[src/rtl/ocg_defs.svh]
/*
 Register offsets, field positions, reset values and timing counts for the
 overcurrent/overvoltage guard. Assumes inclusion by bare name.
*/
`ifndef OCG_DEFS_SVH
`define OCG_DEFS_SVH

`define OCG_OFS_CURRENT_TRIP 8'h00
`define OCG_OFS_VOLTAGE_TRIP 8'h04
`define OCG_OFS_ENABLES 8'h08
`define OCG_OFS_SENSE_MODE 8'h0C
`define OCG_OFS_AMP_TRIM 8'h10
`define OCG_OFS_VCMP_TRIM 8'h14
`define OCG_OFS_CCMP_TRIM 8'h18
`define OCG_OFS_STATUS 8'h1C
`define OCG_OFS_FAULT 8'h20

`define OCG_BIT_CUR_MASTER 7
`define OCG_BIT_VOL_MASTER 6
`define OCG_BIT_CUR_LOW 5
`define OCG_BIT_CUR_HIGH 4
`define OCG_BIT_VOL_LOW 3
`define OCG_BIT_VOL_HIGH 2
`define OCG_BIT_CUR_HYST 1
`define OCG_BIT_VOL_HYST 0

`define OCG_BIT_AMP_POL 7
`define OCG_BIT_VPIN_EN 6
`define OCG_BIT_CPIN_EN 5
`define OCG_SENSE_MODE_MASK 8'hEF
`define OCG_VOLTAGE_TRIP_MASK 8'h3F

`define OCG_RST_ZERO 8'h00
`define OCG_RST_TRIM 8'h20

`define OCG_DB_SHORT 7'h10
`define OCG_DB_MID 7'h20
`define OCG_DB_LONG 7'h40

`define OCG_RESP_OKAY 2'b00
`define OCG_RESP_SLVERR 2'b10

`endif

[src/rtl/ocg_pkg.sv]
/*
 Types for the overcurrent/overvoltage guard. Assumes the defs header
 carries the numbers.
*/
package ocg_pkg;
   typedef struct packed {
      logic high_side_drive;
      logic low_side_drive;
   } ocg_drive_s;

   typedef struct packed {
      logic amplifier_logic_out;
      logic current_comparator_out;
      logic voltage_comparator_out;
   } ocg_sense_s;

   typedef struct packed {
      logic current_amp_pd;
      logic current_cmp_pd;
      logic current_dac_pd;
      logic voltage_cmp_pd;
      logic voltage_dac_pd;
   } ocg_power_s;

   typedef enum logic [1:0] {
      OCG_DB_NONE,
      OCG_DB_16,
      OCG_DB_32,
      OCG_DB_64
   } ocg_db_e;
endpackage

[src/rtl/ocg_guard.sv]
/*
 Digital control of the battery overcurrent/overvoltage guard: AXI4-Lite
 register file, comparator synchronisers and debounce, drive override.
 Assumes the comparator outputs are asynchronous and the PWM source is on
 ref_clk ahead of the polarity stage.
*/
// The implementer's own choices: the register addresses and register access over AXI4-Lite.
`timescale 1ns/1ps
`default_nettype none
`include "ocg_defs.svh"

module ocg_guard
(
   // Clock and reset
   input wire logic ref_clk,
   input wire logic reset_n,
   // AXI4-Lite write address, data and response
   input wire logic [7:0] s_axi_awaddr,
   input wire logic s_axi_awvalid,
   output logic s_axi_awready,
   input wire logic [31:0] s_axi_wdata,
   input wire logic [3:0] s_axi_wstrb,
   input wire logic s_axi_wvalid,
   output logic s_axi_wready,
   output logic [1:0] s_axi_bresp,
   output logic s_axi_bvalid,
   input wire logic s_axi_bready,
   // AXI4-Lite read
   input wire logic [7:0] s_axi_araddr,
   input wire logic s_axi_arvalid,
   output logic s_axi_arready,
   output logic [31:0] s_axi_rdata,
   output logic [1:0] s_axi_rresp,
   output logic s_axi_rvalid,
   input wire logic s_axi_rready,
   // Analog sense results, asynchronous
   input wire ocg_pkg::ocg_sense_s sense_async,
   // PWM source and guarded drive
   input wire ocg_pkg::ocg_drive_s pwm_drive,
   output ocg_pkg::ocg_drive_s guarded_drive,
   // Analog control
   output logic [7:0] current_trip_code,
   output logic [5:0] voltage_trip_code,
   output logic current_comparator_hyst_en,
   output logic voltage_comparator_hyst_en,
   output logic amplifier_polarity_sel,
   output logic voltage_pin_en,
   output logic current_pin_en,
   output logic [7:0] amplifier_offset_trim,
   output logic [7:0] voltage_comparator_trim,
   output logic [7:0] current_comparator_trim,
   output ocg_pkg::ocg_power_s power_down,
   // Fault requests, one-cycle pulses
   output logic voltage_fault_irq,
   output logic current_fault_irq
);
   import ocg_pkg::*;

   // Register state
   logic [7:0] current_trip_level, next_current_trip_level;
   logic [7:0] voltage_trip_level, next_voltage_trip_level;
   logic [7:0] protection_enables, next_protection_enables;
   logic [7:0] sense_mode_and_debounce, next_sense_mode_and_debounce;
   logic [7:0] amp_trim, next_amp_trim, vcmp_trim, next_vcmp_trim;
   logic [7:0] ccmp_trim, next_ccmp_trim;

   // Bus state
   logic aw_held, next_aw_held, w_held, next_w_held;
   logic [7:0] aw_addr, next_aw_addr;
   logic [31:0] w_data, next_w_data;
   logic [3:0] w_strb, next_w_strb;
   logic bvalid, next_bvalid, rvalid, next_rvalid;
   logic [1:0] bresp, next_bresp, rresp, next_rresp;
   logic [31:0] rdata, next_rdata;

   // Sense path state
   ocg_sense_s sync1, sync2;
   logic [6:0] v_cnt, next_v_cnt, c_cnt, next_c_cnt;
   logic v_level, next_v_level, c_level, next_c_level;
   logic v_fault, c_fault, v_fault_q, c_fault_q;
   ocg_drive_s next_drive;

   logic cur_master, vol_master, do_write;
   logic [31:0] rd_word;

   function automatic logic [6:0] db_len(input logic [1:0] sel);
      db_len = 7'h00;
      unique case (ocg_db_e'(sel))
         OCG_DB_NONE: db_len = 7'h00;
         OCG_DB_16: db_len = `OCG_DB_SHORT;
         OCG_DB_32: db_len = `OCG_DB_MID;
         OCG_DB_64: db_len = `OCG_DB_LONG;
      endcase
   endfunction

   function automatic logic [7:0] merge(input logic [7:0] old,
                                        input logic [31:0] data,
                                        input logic [3:0] strb);
      return strb[0] ? data[7:0] : old;
   endfunction

   assign cur_master = protection_enables[`OCG_BIT_CUR_MASTER];
   assign vol_master = protection_enables[`OCG_BIT_VOL_MASTER];

   // Synchroniser; first stage feeds only the second
   always_ff @(posedge ref_clk or negedge reset_n)
   begin
      if (!reset_n)
      begin
         sync1 <= '0;
         sync2 <= '0;
      end
      else
      begin
         sync1 <= sense_async;
         sync2 <= sync1;
      end
   end

   // Debounce: level moves only after raw input stays different long enough
   always_comb
   begin
      next_v_cnt = 7'd0;
      next_c_cnt = 7'd0;
      next_v_level = v_level;
      next_c_level = c_level;
      if (sync2.voltage_comparator_out != v_level)
      begin
         next_v_cnt = v_cnt + 7'd1;
         if (v_cnt + 7'd1 >= db_len(sense_mode_and_debounce[1:0]))
         begin
            next_v_level = sync2.voltage_comparator_out;
            next_v_cnt = 7'd0;
         end
      end
      if (sync2.current_comparator_out != c_level)
      begin
         next_c_cnt = c_cnt + 7'd1;
         if (c_cnt + 7'd1 >= db_len(sense_mode_and_debounce[3:2]))
         begin
            next_c_level = sync2.current_comparator_out;
            next_c_cnt = 7'd0;
         end
      end
   end

   // Faults and drive override, ahead of the polarity stage
   always_comb
   begin
      v_fault = vol_master && next_v_level;
      c_fault = cur_master && next_c_level;
      next_drive = pwm_drive;
      if ((c_fault && protection_enables[`OCG_BIT_CUR_HIGH]) ||
          (v_fault && protection_enables[`OCG_BIT_VOL_HIGH]))
         next_drive.high_side_drive = 1'b1;
      if ((c_fault && protection_enables[`OCG_BIT_CUR_LOW]) ||
          (v_fault && protection_enables[`OCG_BIT_VOL_LOW]))
         next_drive.low_side_drive = 1'b0;
   end

   always_ff @(posedge ref_clk or negedge reset_n)
   begin
      if (!reset_n)
      begin
         v_cnt <= 7'd0;
         c_cnt <= 7'd0;
         v_level <= 1'b0;
         c_level <= 1'b0;
         v_fault_q <= 1'b0;
         c_fault_q <= 1'b0;
         guarded_drive <= '0;
      end
      else
      begin
         v_cnt <= next_v_cnt;
         c_cnt <= next_c_cnt;
         v_level <= next_v_level;
         c_level <= next_c_level;
         v_fault_q <= v_fault;
         c_fault_q <= c_fault;
         guarded_drive <= next_drive;
      end
   end

   // Request pulses on the onset of each fault type
   assign voltage_fault_irq = v_fault && !v_fault_q;
   assign current_fault_irq = c_fault && !c_fault_q;

   // Read mux; unused bits read zero
   always_comb
   begin
      rd_word = 32'h0000_0000;
      unique case (s_axi_araddr)
         `OCG_OFS_CURRENT_TRIP: rd_word[7:0] = current_trip_level;
         `OCG_OFS_VOLTAGE_TRIP: rd_word[7:0] = voltage_trip_level;
         `OCG_OFS_ENABLES: rd_word[7:0] = protection_enables;
         `OCG_OFS_SENSE_MODE: rd_word[7:0] = sense_mode_and_debounce;
         `OCG_OFS_AMP_TRIM: rd_word[7:0] = amp_trim;
         `OCG_OFS_VCMP_TRIM: rd_word[7:0] = vcmp_trim;
         `OCG_OFS_CCMP_TRIM: rd_word[7:0] = ccmp_trim;
         `OCG_OFS_STATUS: rd_word[2:0] = sync2;
         `OCG_OFS_FAULT: rd_word[1:0] = {c_fault_q, v_fault_q};
         default: rd_word = 32'h0000_0000;
      endcase
   end

   // Bus slave

   always_comb
   begin
      next_aw_held = aw_held;
      next_w_held = w_held;
      next_aw_addr = aw_addr;
      next_w_data = w_data;
      next_w_strb = w_strb;
      next_bvalid = bvalid && !s_axi_bready;
      next_bresp = bresp;
      next_rvalid = rvalid && !s_axi_rready;
      next_rresp = rresp;
      next_rdata = rdata;
      next_current_trip_level = current_trip_level;
      next_voltage_trip_level = voltage_trip_level;
      next_protection_enables = protection_enables;
      next_sense_mode_and_debounce = sense_mode_and_debounce;
      next_amp_trim = amp_trim;
      next_vcmp_trim = vcmp_trim;
      next_ccmp_trim = ccmp_trim;
      if (s_axi_awvalid && s_axi_awready)
      begin
         next_aw_held = 1'b1;
         next_aw_addr = s_axi_awaddr;
      end
      if (s_axi_wvalid && s_axi_wready)
      begin
         next_w_held = 1'b1;
         next_w_data = s_axi_wdata;
         next_w_strb = s_axi_wstrb;
      end
      // Pair complete once both halves are in, this cycle or earlier
      do_write = next_aw_held && next_w_held && !bvalid;
      if (do_write)
      begin
         next_aw_held = 1'b0;
         next_w_held = 1'b0;
         next_bvalid = 1'b1;
         next_bresp = `OCG_RESP_OKAY;
         unique case (next_aw_addr)
            `OCG_OFS_CURRENT_TRIP: next_current_trip_level = merge(
               current_trip_level, next_w_data, next_w_strb);
            `OCG_OFS_VOLTAGE_TRIP: next_voltage_trip_level = merge(
               voltage_trip_level, next_w_data, next_w_strb)
               & `OCG_VOLTAGE_TRIP_MASK;
            `OCG_OFS_ENABLES: next_protection_enables = merge(
               protection_enables, next_w_data, next_w_strb);
            `OCG_OFS_SENSE_MODE: next_sense_mode_and_debounce = merge(
               sense_mode_and_debounce, next_w_data, next_w_strb)
               & `OCG_SENSE_MODE_MASK;
            `OCG_OFS_AMP_TRIM: next_amp_trim = merge(
               amp_trim, next_w_data, next_w_strb);
            `OCG_OFS_VCMP_TRIM: next_vcmp_trim = merge(
               vcmp_trim, next_w_data, next_w_strb);
            `OCG_OFS_CCMP_TRIM: next_ccmp_trim = merge(
               ccmp_trim, next_w_data, next_w_strb);
            default: next_bresp = `OCG_RESP_SLVERR;
         endcase
      end
      if (s_axi_arvalid && s_axi_arready)
      begin
         next_rvalid = 1'b1;
         next_rdata = rd_word;
         next_rresp = (s_axi_araddr <= `OCG_OFS_FAULT &&
                       s_axi_araddr[1:0] == 2'b00) ?
                      `OCG_RESP_OKAY : `OCG_RESP_SLVERR;
      end
   end

   always_ff @(posedge ref_clk or negedge reset_n)
   begin
      if (!reset_n)
      begin
         aw_held <= 1'b0;
         w_held <= 1'b0;
         aw_addr <= 8'h00;
         w_data <= 32'h0000_0000;
         w_strb <= 4'h0;
         bvalid <= 1'b0;
         bresp <= `OCG_RESP_OKAY;
         rvalid <= 1'b0;
         rresp <= `OCG_RESP_OKAY;
         rdata <= 32'h0000_0000;
         current_trip_level <= `OCG_RST_ZERO;
         voltage_trip_level <= `OCG_RST_ZERO;
         protection_enables <= `OCG_RST_ZERO;
         sense_mode_and_debounce <= `OCG_RST_ZERO;
         amp_trim <= `OCG_RST_TRIM;
         vcmp_trim <= `OCG_RST_TRIM;
         ccmp_trim <= `OCG_RST_TRIM;
      end
      else
      begin
         aw_held <= next_aw_held;
         w_held <= next_w_held;
         aw_addr <= next_aw_addr;
         w_data <= next_w_data;
         w_strb <= next_w_strb;
         bvalid <= next_bvalid;
         bresp <= next_bresp;
         rvalid <= next_rvalid;
         rresp <= next_rresp;
         rdata <= next_rdata;
         current_trip_level <= next_current_trip_level;
         voltage_trip_level <= next_voltage_trip_level;
         protection_enables <= next_protection_enables;
         sense_mode_and_debounce <= next_sense_mode_and_debounce;
         amp_trim <= next_amp_trim;
         vcmp_trim <= next_vcmp_trim;
         ccmp_trim <= next_ccmp_trim;
      end
   end

   // Holding a half write stalls that channel until the pair completes and its response is taken
   assign s_axi_awready = !aw_held && !bvalid;
   assign s_axi_wready = !w_held && !bvalid;
   assign s_axi_bvalid = bvalid;
   assign s_axi_bresp = bresp;
   assign s_axi_arready = !rvalid;
   assign s_axi_rvalid = rvalid;
   assign s_axi_rresp = rresp;
   assign s_axi_rdata = rdata;

   // Analog control; polarity is software's choice per charge direction
   assign current_trip_code = current_trip_level;
   assign voltage_trip_code = voltage_trip_level[5:0];
   assign current_comparator_hyst_en =
      protection_enables[`OCG_BIT_CUR_HYST];
   assign voltage_comparator_hyst_en =
      protection_enables[`OCG_BIT_VOL_HYST];
   assign amplifier_polarity_sel =
      sense_mode_and_debounce[`OCG_BIT_AMP_POL];
   assign voltage_pin_en = sense_mode_and_debounce[`OCG_BIT_VPIN_EN];
   assign current_pin_en = sense_mode_and_debounce[`OCG_BIT_CPIN_EN];
   assign amplifier_offset_trim = amp_trim;
   assign voltage_comparator_trim = vcmp_trim;
   assign current_comparator_trim = ccmp_trim;
   assign power_down = {{3{!cur_master}}, {2{!vol_master}}};
endmodule
`default_nettype wire

[config.mk]
export PLATFORM = sky130hd
export DESIGN_NAME = ocg_guard
export DESIGN_NICKNAME = d
export VERILOG_FILES = /design/src/rtl/ocg_pkg.sv /design/src/rtl/ocg_guard.sv
export VERILOG_INCLUDE_DIRS = /design/src /design/src/rtl
export SDC_FILE = /design/constraint.sdc
export NUM_CORES = 1
export LEC_CHECK = 0
export ABC_CLOCK_PERIOD_IN_PS = 4100
export BUFFER_PORTS_ARGS = -buffer_cell sky130_fd_sc_hd__buf_2
export CAP_MARGIN = 20
export CORE_UTILIZATION = 56
export CTS_BUF_LIST = sky130_fd_sc_hd__clkbuf_8 sky130_fd_sc_hd__clkbuf_16
export DETAILED_ROUTE_END_ITERATION = 8
export PLACE_DENSITY_LB_ADDON = 0.1
export SLEW_MARGIN = 20
export SYNTH_ARGS = -nofsm -noshare
export SYNTH_HDL_FRONTEND = slang
export SYNTH_SLANG_ARGS = --single-unit
[constraint.sdc]
create_clock -name ref_clk -period 4.1 [get_ports ref_clk]
set_input_delay 0.615 -clock ref_clk [delete_from_list [all_inputs] [get_ports ref_clk]]
set_output_delay 0.615 -clock ref_clk [all_outputs]
set_load 0.02 [all_outputs]
# [Yosys cells after proc, flatten, opt, wreduce, memory -nomap -nowiden]
# Index checks and enable logic that the tools add are counted.
[totals] register_bits=112 output_inout_bits=93 word_cells=129
[classes] n_addsub=2 order_cmp=3 n_eq_ne=22 n_mux=28 n_reduce_logical=43
[ops] op="8-bit by 5-bit equality test with 1-bit output, second input constant" n=7
[ops] op="7-bit case mux with 4 select lines" n=2
[ops] op="7-bit 2-to-1 mux" n=6
[ops] op="5-bit case mux with 7 select lines" n=1
[ops] op="8-bit by 4-bit equality test with 1-bit output, second input constant" n=4
[ops] op="3-bit AND reduction" n=7
[ops] op="1-bit logical AND" n=18
[ops] op="2-bit case mux with 9 select lines" n=1
[ops] op="8-bit by 3-bit equality test with 1-bit output, second input constant" n=2
[ops] op="8-bit logical NOT" n=2
[ops] op="8-bit 2-to-1 mux" n=2
[ops] op="7-bit by 1-bit adder with 7-bit output, second input constant" n=2
[ops] op="7-bit greater-or-equal comparator" n=2
[ops] op="1-bit 2-to-1 mux" n=13
[ops] op="1-bit logical NOT" n=10
[ops] op="2-bit equality test, second input constant" n=4
[ops] op="8-bit by 6-bit equality test with 1-bit output, second input constant" n=1
[ops] op="8-bit by 6-bit <= comparator with 1-bit output, second input constant" n=1
[ops] op="1-bit case mux with 8 select lines" n=1
[ops] op="7-bit OR reduction" n=1
[ops] op="2-bit logical NOT" n=3
[ops] op="2-bit by 1-bit equality test with 1-bit output, second input constant" n=2
[ops] op="2-bit 2-to-1 mux" n=2
[ops] op="1-bit logical OR" n=2
[ops] op="1-bit inequality test" n=2

# [Longest topological paths before layout]
[logic_depth] word_depth=10 ltp_mapped=10 mapped_depth_nobuf=10

# [Worst setup path before layout]
# Ideal clock, no wire load.
[synth_timing] path_kind="reg-to-output" start="reg c_cnt[0]" end="out current_fault_irq" arrival_time_ps=2369 setup_slack_ps=1116 path_stages_with_launch=11 path_buffers=0 path_cell_list="dfrtp_1 > ha_1 > nand3_1 > nor2_1 > xor2_1 > ha_1 > and4_1 > o211ai_1 > nand3b_1 > mux2i_1 > nor3_1"
[synth_between] elab_chain_len=6
[synth_lines] item="start: declaration" line_no="ocg_guard.sv:78" source="logic [6:0] v_cnt, next_v_cnt, c_cnt, next_c_cnt;"
[synth_lines] item="start signal: assignment" line_no="ocg_guard.sv:176" source="c_cnt <= next_c_cnt;"
[synth_lines] item="7-bit by 1-bit adder with 7-bit output" line_no="ocg_guard.sv:139" source="if (c_cnt + 7'd1 >= db_len(sense_mode_and_debounce[3:2]))"
[synth_lines] item="7-bit greater-or-equal comparator" line_no="ocg_guard.sv:139"
[synth_lines] item="1-bit 2-to-1 mux" line_no="ocg_guard.sv:139"
[synth_lines] item="1-bit 2-to-1 mux" line_no="ocg_guard.sv:136" source="if (sync2.current_comparator_out != c_level)"
[synth_lines] item="1-bit logical AND" line_no="ocg_guard.sv:151" source="c_fault = cur_master && next_c_level;"
[synth_lines] item="1-bit logical AND" line_no="ocg_guard.sv:187" source="assign current_fault_irq = c_fault && !c_fault_q;"
[synth_lines] item="end: declaration" line_no="ocg_guard.sv:55" source="output logic current_fault_irq"
# No other way between the ends.

# [Worst setup path in the final report]
# Same ends and word-level chain as after synthesis.

==> flow_summary_export.csv <==
group,metric,value,unit
finish,syn_to_final_growth,13.2,%
routing,drt_wl_total,11.5,mm
power_and_ir_drop,p_int,1.89,mW
yosys,synthFlopType,"dfrtp_1",
timing,max_freq,286,MHz
run_status,status,"finished, final reports clean",
finish,fin_area,6050,µm²
yosys,synth_top_area_share,0.500,
grt,grt_usage,0.250,
routing,num_vias,3643,
yosys,synth.ff_latch_count,110,
clocking,cts_tree,"done",
yosys,postSynth.asyncResetShare,1.00,
timing,rsz0062_at_grt,"no",
power_and_ir_drop,p_total,2.93,mW
grt,grt_max_degree,48,
worst_setup_path,cp.required,3.48,ns
timing,fin_skew,0.0164,ns
yosys,yosysMostFrequentCell,"dfrtp_1",
yosys,avgSynthCellArea,12.5,µm²
floorplan,start_util,0.579,
clocking,cts_resized,0,
yosys,synth-edff-count,0,
yosys,ys_top_cells_by_area,"dfrtp_1 (50%), mux2_2 (14%), buf_4 (4.3%), mux2_4 (3.1%), mux2i_1 (2.4%)",
clocking,cts_num_sinks,110,
power_and_ir_drop,p_clk_frac,0.210,
finish,instances_no_fill,666,
worst_setup_path,rrSetupSlack,1.13,ns
finish,final_core_util,0.655,
clocking,cts-root-buf,"clkbuf_8",
routing,drc,0,
power_and_ir_drop,p_seq_frac,0.486,
worst_setup_path,worstRegToRegCells,5,
timing,slew_headroom,0.405,
placement,place_area,5880,µm²
placement,dp.cells,650,
timing,worst_slew_pin_slew,0.888,ns
power_and_ir_drop,switching_power,1.04,mW
floorplan,chipHeight,99.7,µm
placement,port_buffers,103,
timing,report.final.slew_viol_count,0,
clocking,postCtsSetupBuffers,0,
worst_setup_path,r2r-start,"s_axi_bvalid",
power_and_ir_drop,cellLeakagePower,3.09,nW
routing,first_pass_iters,4,
clocking,cts_buffer_depth,2,
routing,wl_per_cell,17.3,µm
clocking,cts-htree-levels,3,
floorplan,die_w,99.7,µm
grt,grt_overflow_total,0,
job,maxCapViolations,0,
grt,antenna_found_initial,0,
worst_setup_path,crit_fanout,6,
worst_setup_path,endpoint,"current_fault_irq",
routing,viasPerCell,5.47,
power_and_ir_drop,power.density,484,nW/µm²
placement,gp_congestion,0.819,
grt,grt_pass1_vias,3670,
clocking,cts_buffers,9,
power_and_ir_drop,pwr-share-comb,0.303,
finish,final_nets,604,
power_and_ir_drop,netSwitchingFraction,0.356,
timing,finalSetupTns,0,ns
yosys,yosysWarnings,0,
timing,min_period,3.50,ns
yosys,synth_top_area_cell,"dfrtp_1",
hold_path,min_path_type,"in -> async",
clocking,clock_latency,0.37,ns
yosys,synth_area,5350,µm²
placement,hpwl,8.47,mm
finish,antennaDiodeCount,0,
yosys,synthTopCellsByCount,"dfrtp_1 (107), mux2_2 (65), nor2_1 (32)",
floorplan,row_count,35,
timing,hold_viol,0,
worst_setup_path,cp-end-kind,"output pin",
yosys,ys_seq_area_frac,0.515,
power_and_ir_drop,vdd_drop_max,0.337,mV
clocking,clk_pin_slew,0.11,ns
yosys,synthCells,429,
floorplan,core-area,9240,µm²
routing,ant_nets,0,
floorplan,ios,157,
timing,setup_viol,0,
worst_setup_path,crit_arrival,2.88,ns
yosys,synth_cell_types,58,
timing,period_share,0.853,
finish,drive_gt1_frac,0.404,
worst_setup_path,crit_type,"reg -> out",
routing,first_iter_violations,112,
worst_setup_path,worstSetupStartpoint,"c_cnt[0]",
worst_setup_path,critPathLaunchType,"register",
worst_setup_path,rr_endpoint,"voltage_trip_level[0]",
clocking,cts_hold_buf,0,
grt,grt_first_pass_wirelength,18.9,mm
floorplan,dieArea,9950,µm²
[cell usage in the layout (no fill, tap or decap), types with 3 or more instances in the layout]
| master | Yosys | layout |
|---|---|---|
| a21oi_1 | 9 | 9 |
| inv_1 | 11 | 11 |
| nand3b_1 | 4 | 4 |
| o21ai_0 | 9 | 9 |
| buf_4 | 31 | 4 |
| nand2_1 | 15 | 15 |
| a22o_1 | 6 | 6 |
| mux2_4 | 11 | 11 |
| nor2_1 | 32 | 32 |
| dfstp_2 | 3 | 3 |
| mux2_2 | 65 | 65 |
| mux4_2 | 5 | 5 |
| dfrtp_1 | 107 | 107 |
| buf_2 | 0 | 102 |
| a22oi_1 | 4 | 4 |
| nand3_1 | 10 | 10 |
| a31oi_1 | 3 | 3 |
| nor3_1 | 5 | 5 |
| clkbuf_8 | 0 | 9 |
| ha_1 | 8 | 8 |
| conb_1 | 1 | 26 |
| nor2_2 | 3 | 3 |
| nand2b_1 | 4 | 4 |
| nor2b_1 | 9 | 9 |
| o31ai_1 | 3 | 3 |
| xor2_1 | 10 | 10 |
| o211ai_1 | 3 | 3 |
| a311oi_1 | 3 | 3 |
| mux2i_1 | 13 | 13 |
[power groups by stage]
stage               clock network [mW]  logic [mW]  registers, mW
global route                     0.665       0.971           1.46
global placement                     0       0.875           1.43
detailed placement                   0       0.895           1.45
floorplan                            0       0.566           1.51
CTS                              0.632       0.897           1.43
finish                           0.616       0.889           1.42
[cells by family (layout without fill, tap and decap cells)]
group | Yosys count | count (layout) | share of synthesized area
other | 1 | 26 | 0.000701
muxes | 94 | 94 | 0.213
buffers and inverters | 50 | 133 | 0.0582
AOI/OAI and AO/OA | 50 | 50 | 0.0648
and+or+nand+nor | 104 | 104 | 0.110
adders and majority gates | 8 | 8 | 0.0187
xor gates and xnor gates | 12 | 12 | 0.0196
DFF | 110 | 110 | 0.515
[worst max-delay path, stage by stage (launching register included)]
cell and delay [ns]:
dfrtp_1 0.43, ha_1 0.24, nand3_1 0.13, nor2_1 0.14
xor2_1 0.21, ha_1 0.27, and4_1 0.21, o211ai_1 0.10
nand3b_1 0.21, mux2i_1 0.21, nor3_1 0.15, buf_2 0.19
[cell type report]
| cell class | instances | area (µm²) |
|---|---|---|
| clock inverter | 7 | 55.1 |
| clock buffer | 9 | 124 |
| tap | 129 | 161 |
| timing repair buffer | 106 | 541 |
| inverter | 11 | 41.3 |
| fill | 731 | 3190 |
| multi-input combinational | 294 | 2380 |
| sequential | 110 | 2760 |
[layer usage]
| metal | vias to the layer above | track usage | share of wire | wire length (µm) |
|---|---|---|---|---|
| li1 | 1686 | - | - | - |
| met5 | - | 0 | 0 | 0 |
| met1 | 1824 | 0.336 | 0.45 | 5140 |
| met3 | 9 | 0.0513 | 0.053 | 609 |
| met2 | 124 | 0.416 | 0.49 | 5680 |
| met4 | 0 | 0.0667 | 0.0088 | 102 |
[sequential cells by signal (all words and copies together), names as in the netlist, 6 cells and up]
name	flops
voltage_trip_level	6
s_axi_rdata	8
w_data	8
protection_enables	8
sense_mode_and_debounce	7
voltage_comparator_trim	8
c_cnt	7
v_cnt	7
aw_addr	8
current_trip_code	8
current_comparator_trim	8
amplifier_offset_trim	8
[how the worst min path moves through the flow]
| stage | depth (start not counted) | endpoint | slack, ns | from |
|---|---|---|---|---|
| 2_1_floorplan | 0 | amplifier_offset_trim[0] | 0.32 | reset_n |
| 3_5_place_dp | 0 | sync2[2] | 0.34 | sync1[2] |
| 5_1_grt | 1 | aw_held | 0.27 | reset_n |
| 6_report | 1 | voltage_trip_level[3] | 0.24 | reset_n |
| 3_3_place_gp | 0 | sync2[2] | 0.33 | sync1[2] |
| 4_1_cts | 1 | current_trip_code[1] | 0.25 | reset_n |
[metrics by stage]
| stage | setup slack (ns) | hold slack (ns) |
|---|---|---|
| 2_1_floorplan | 1.12 | 0.319 |
| 3_3_place_gp | 0.942 | 0.334 |
| 3_5_place_dp | 0.859 | 0.337 |
| 4_1_cts | 0.549 | 0.250 |
| 5_1_grt | 0.363 | 0.273 |
| 6_report | 0.605 | 0.241 |
Note: power is estimated with default switching activity, not from simulation.
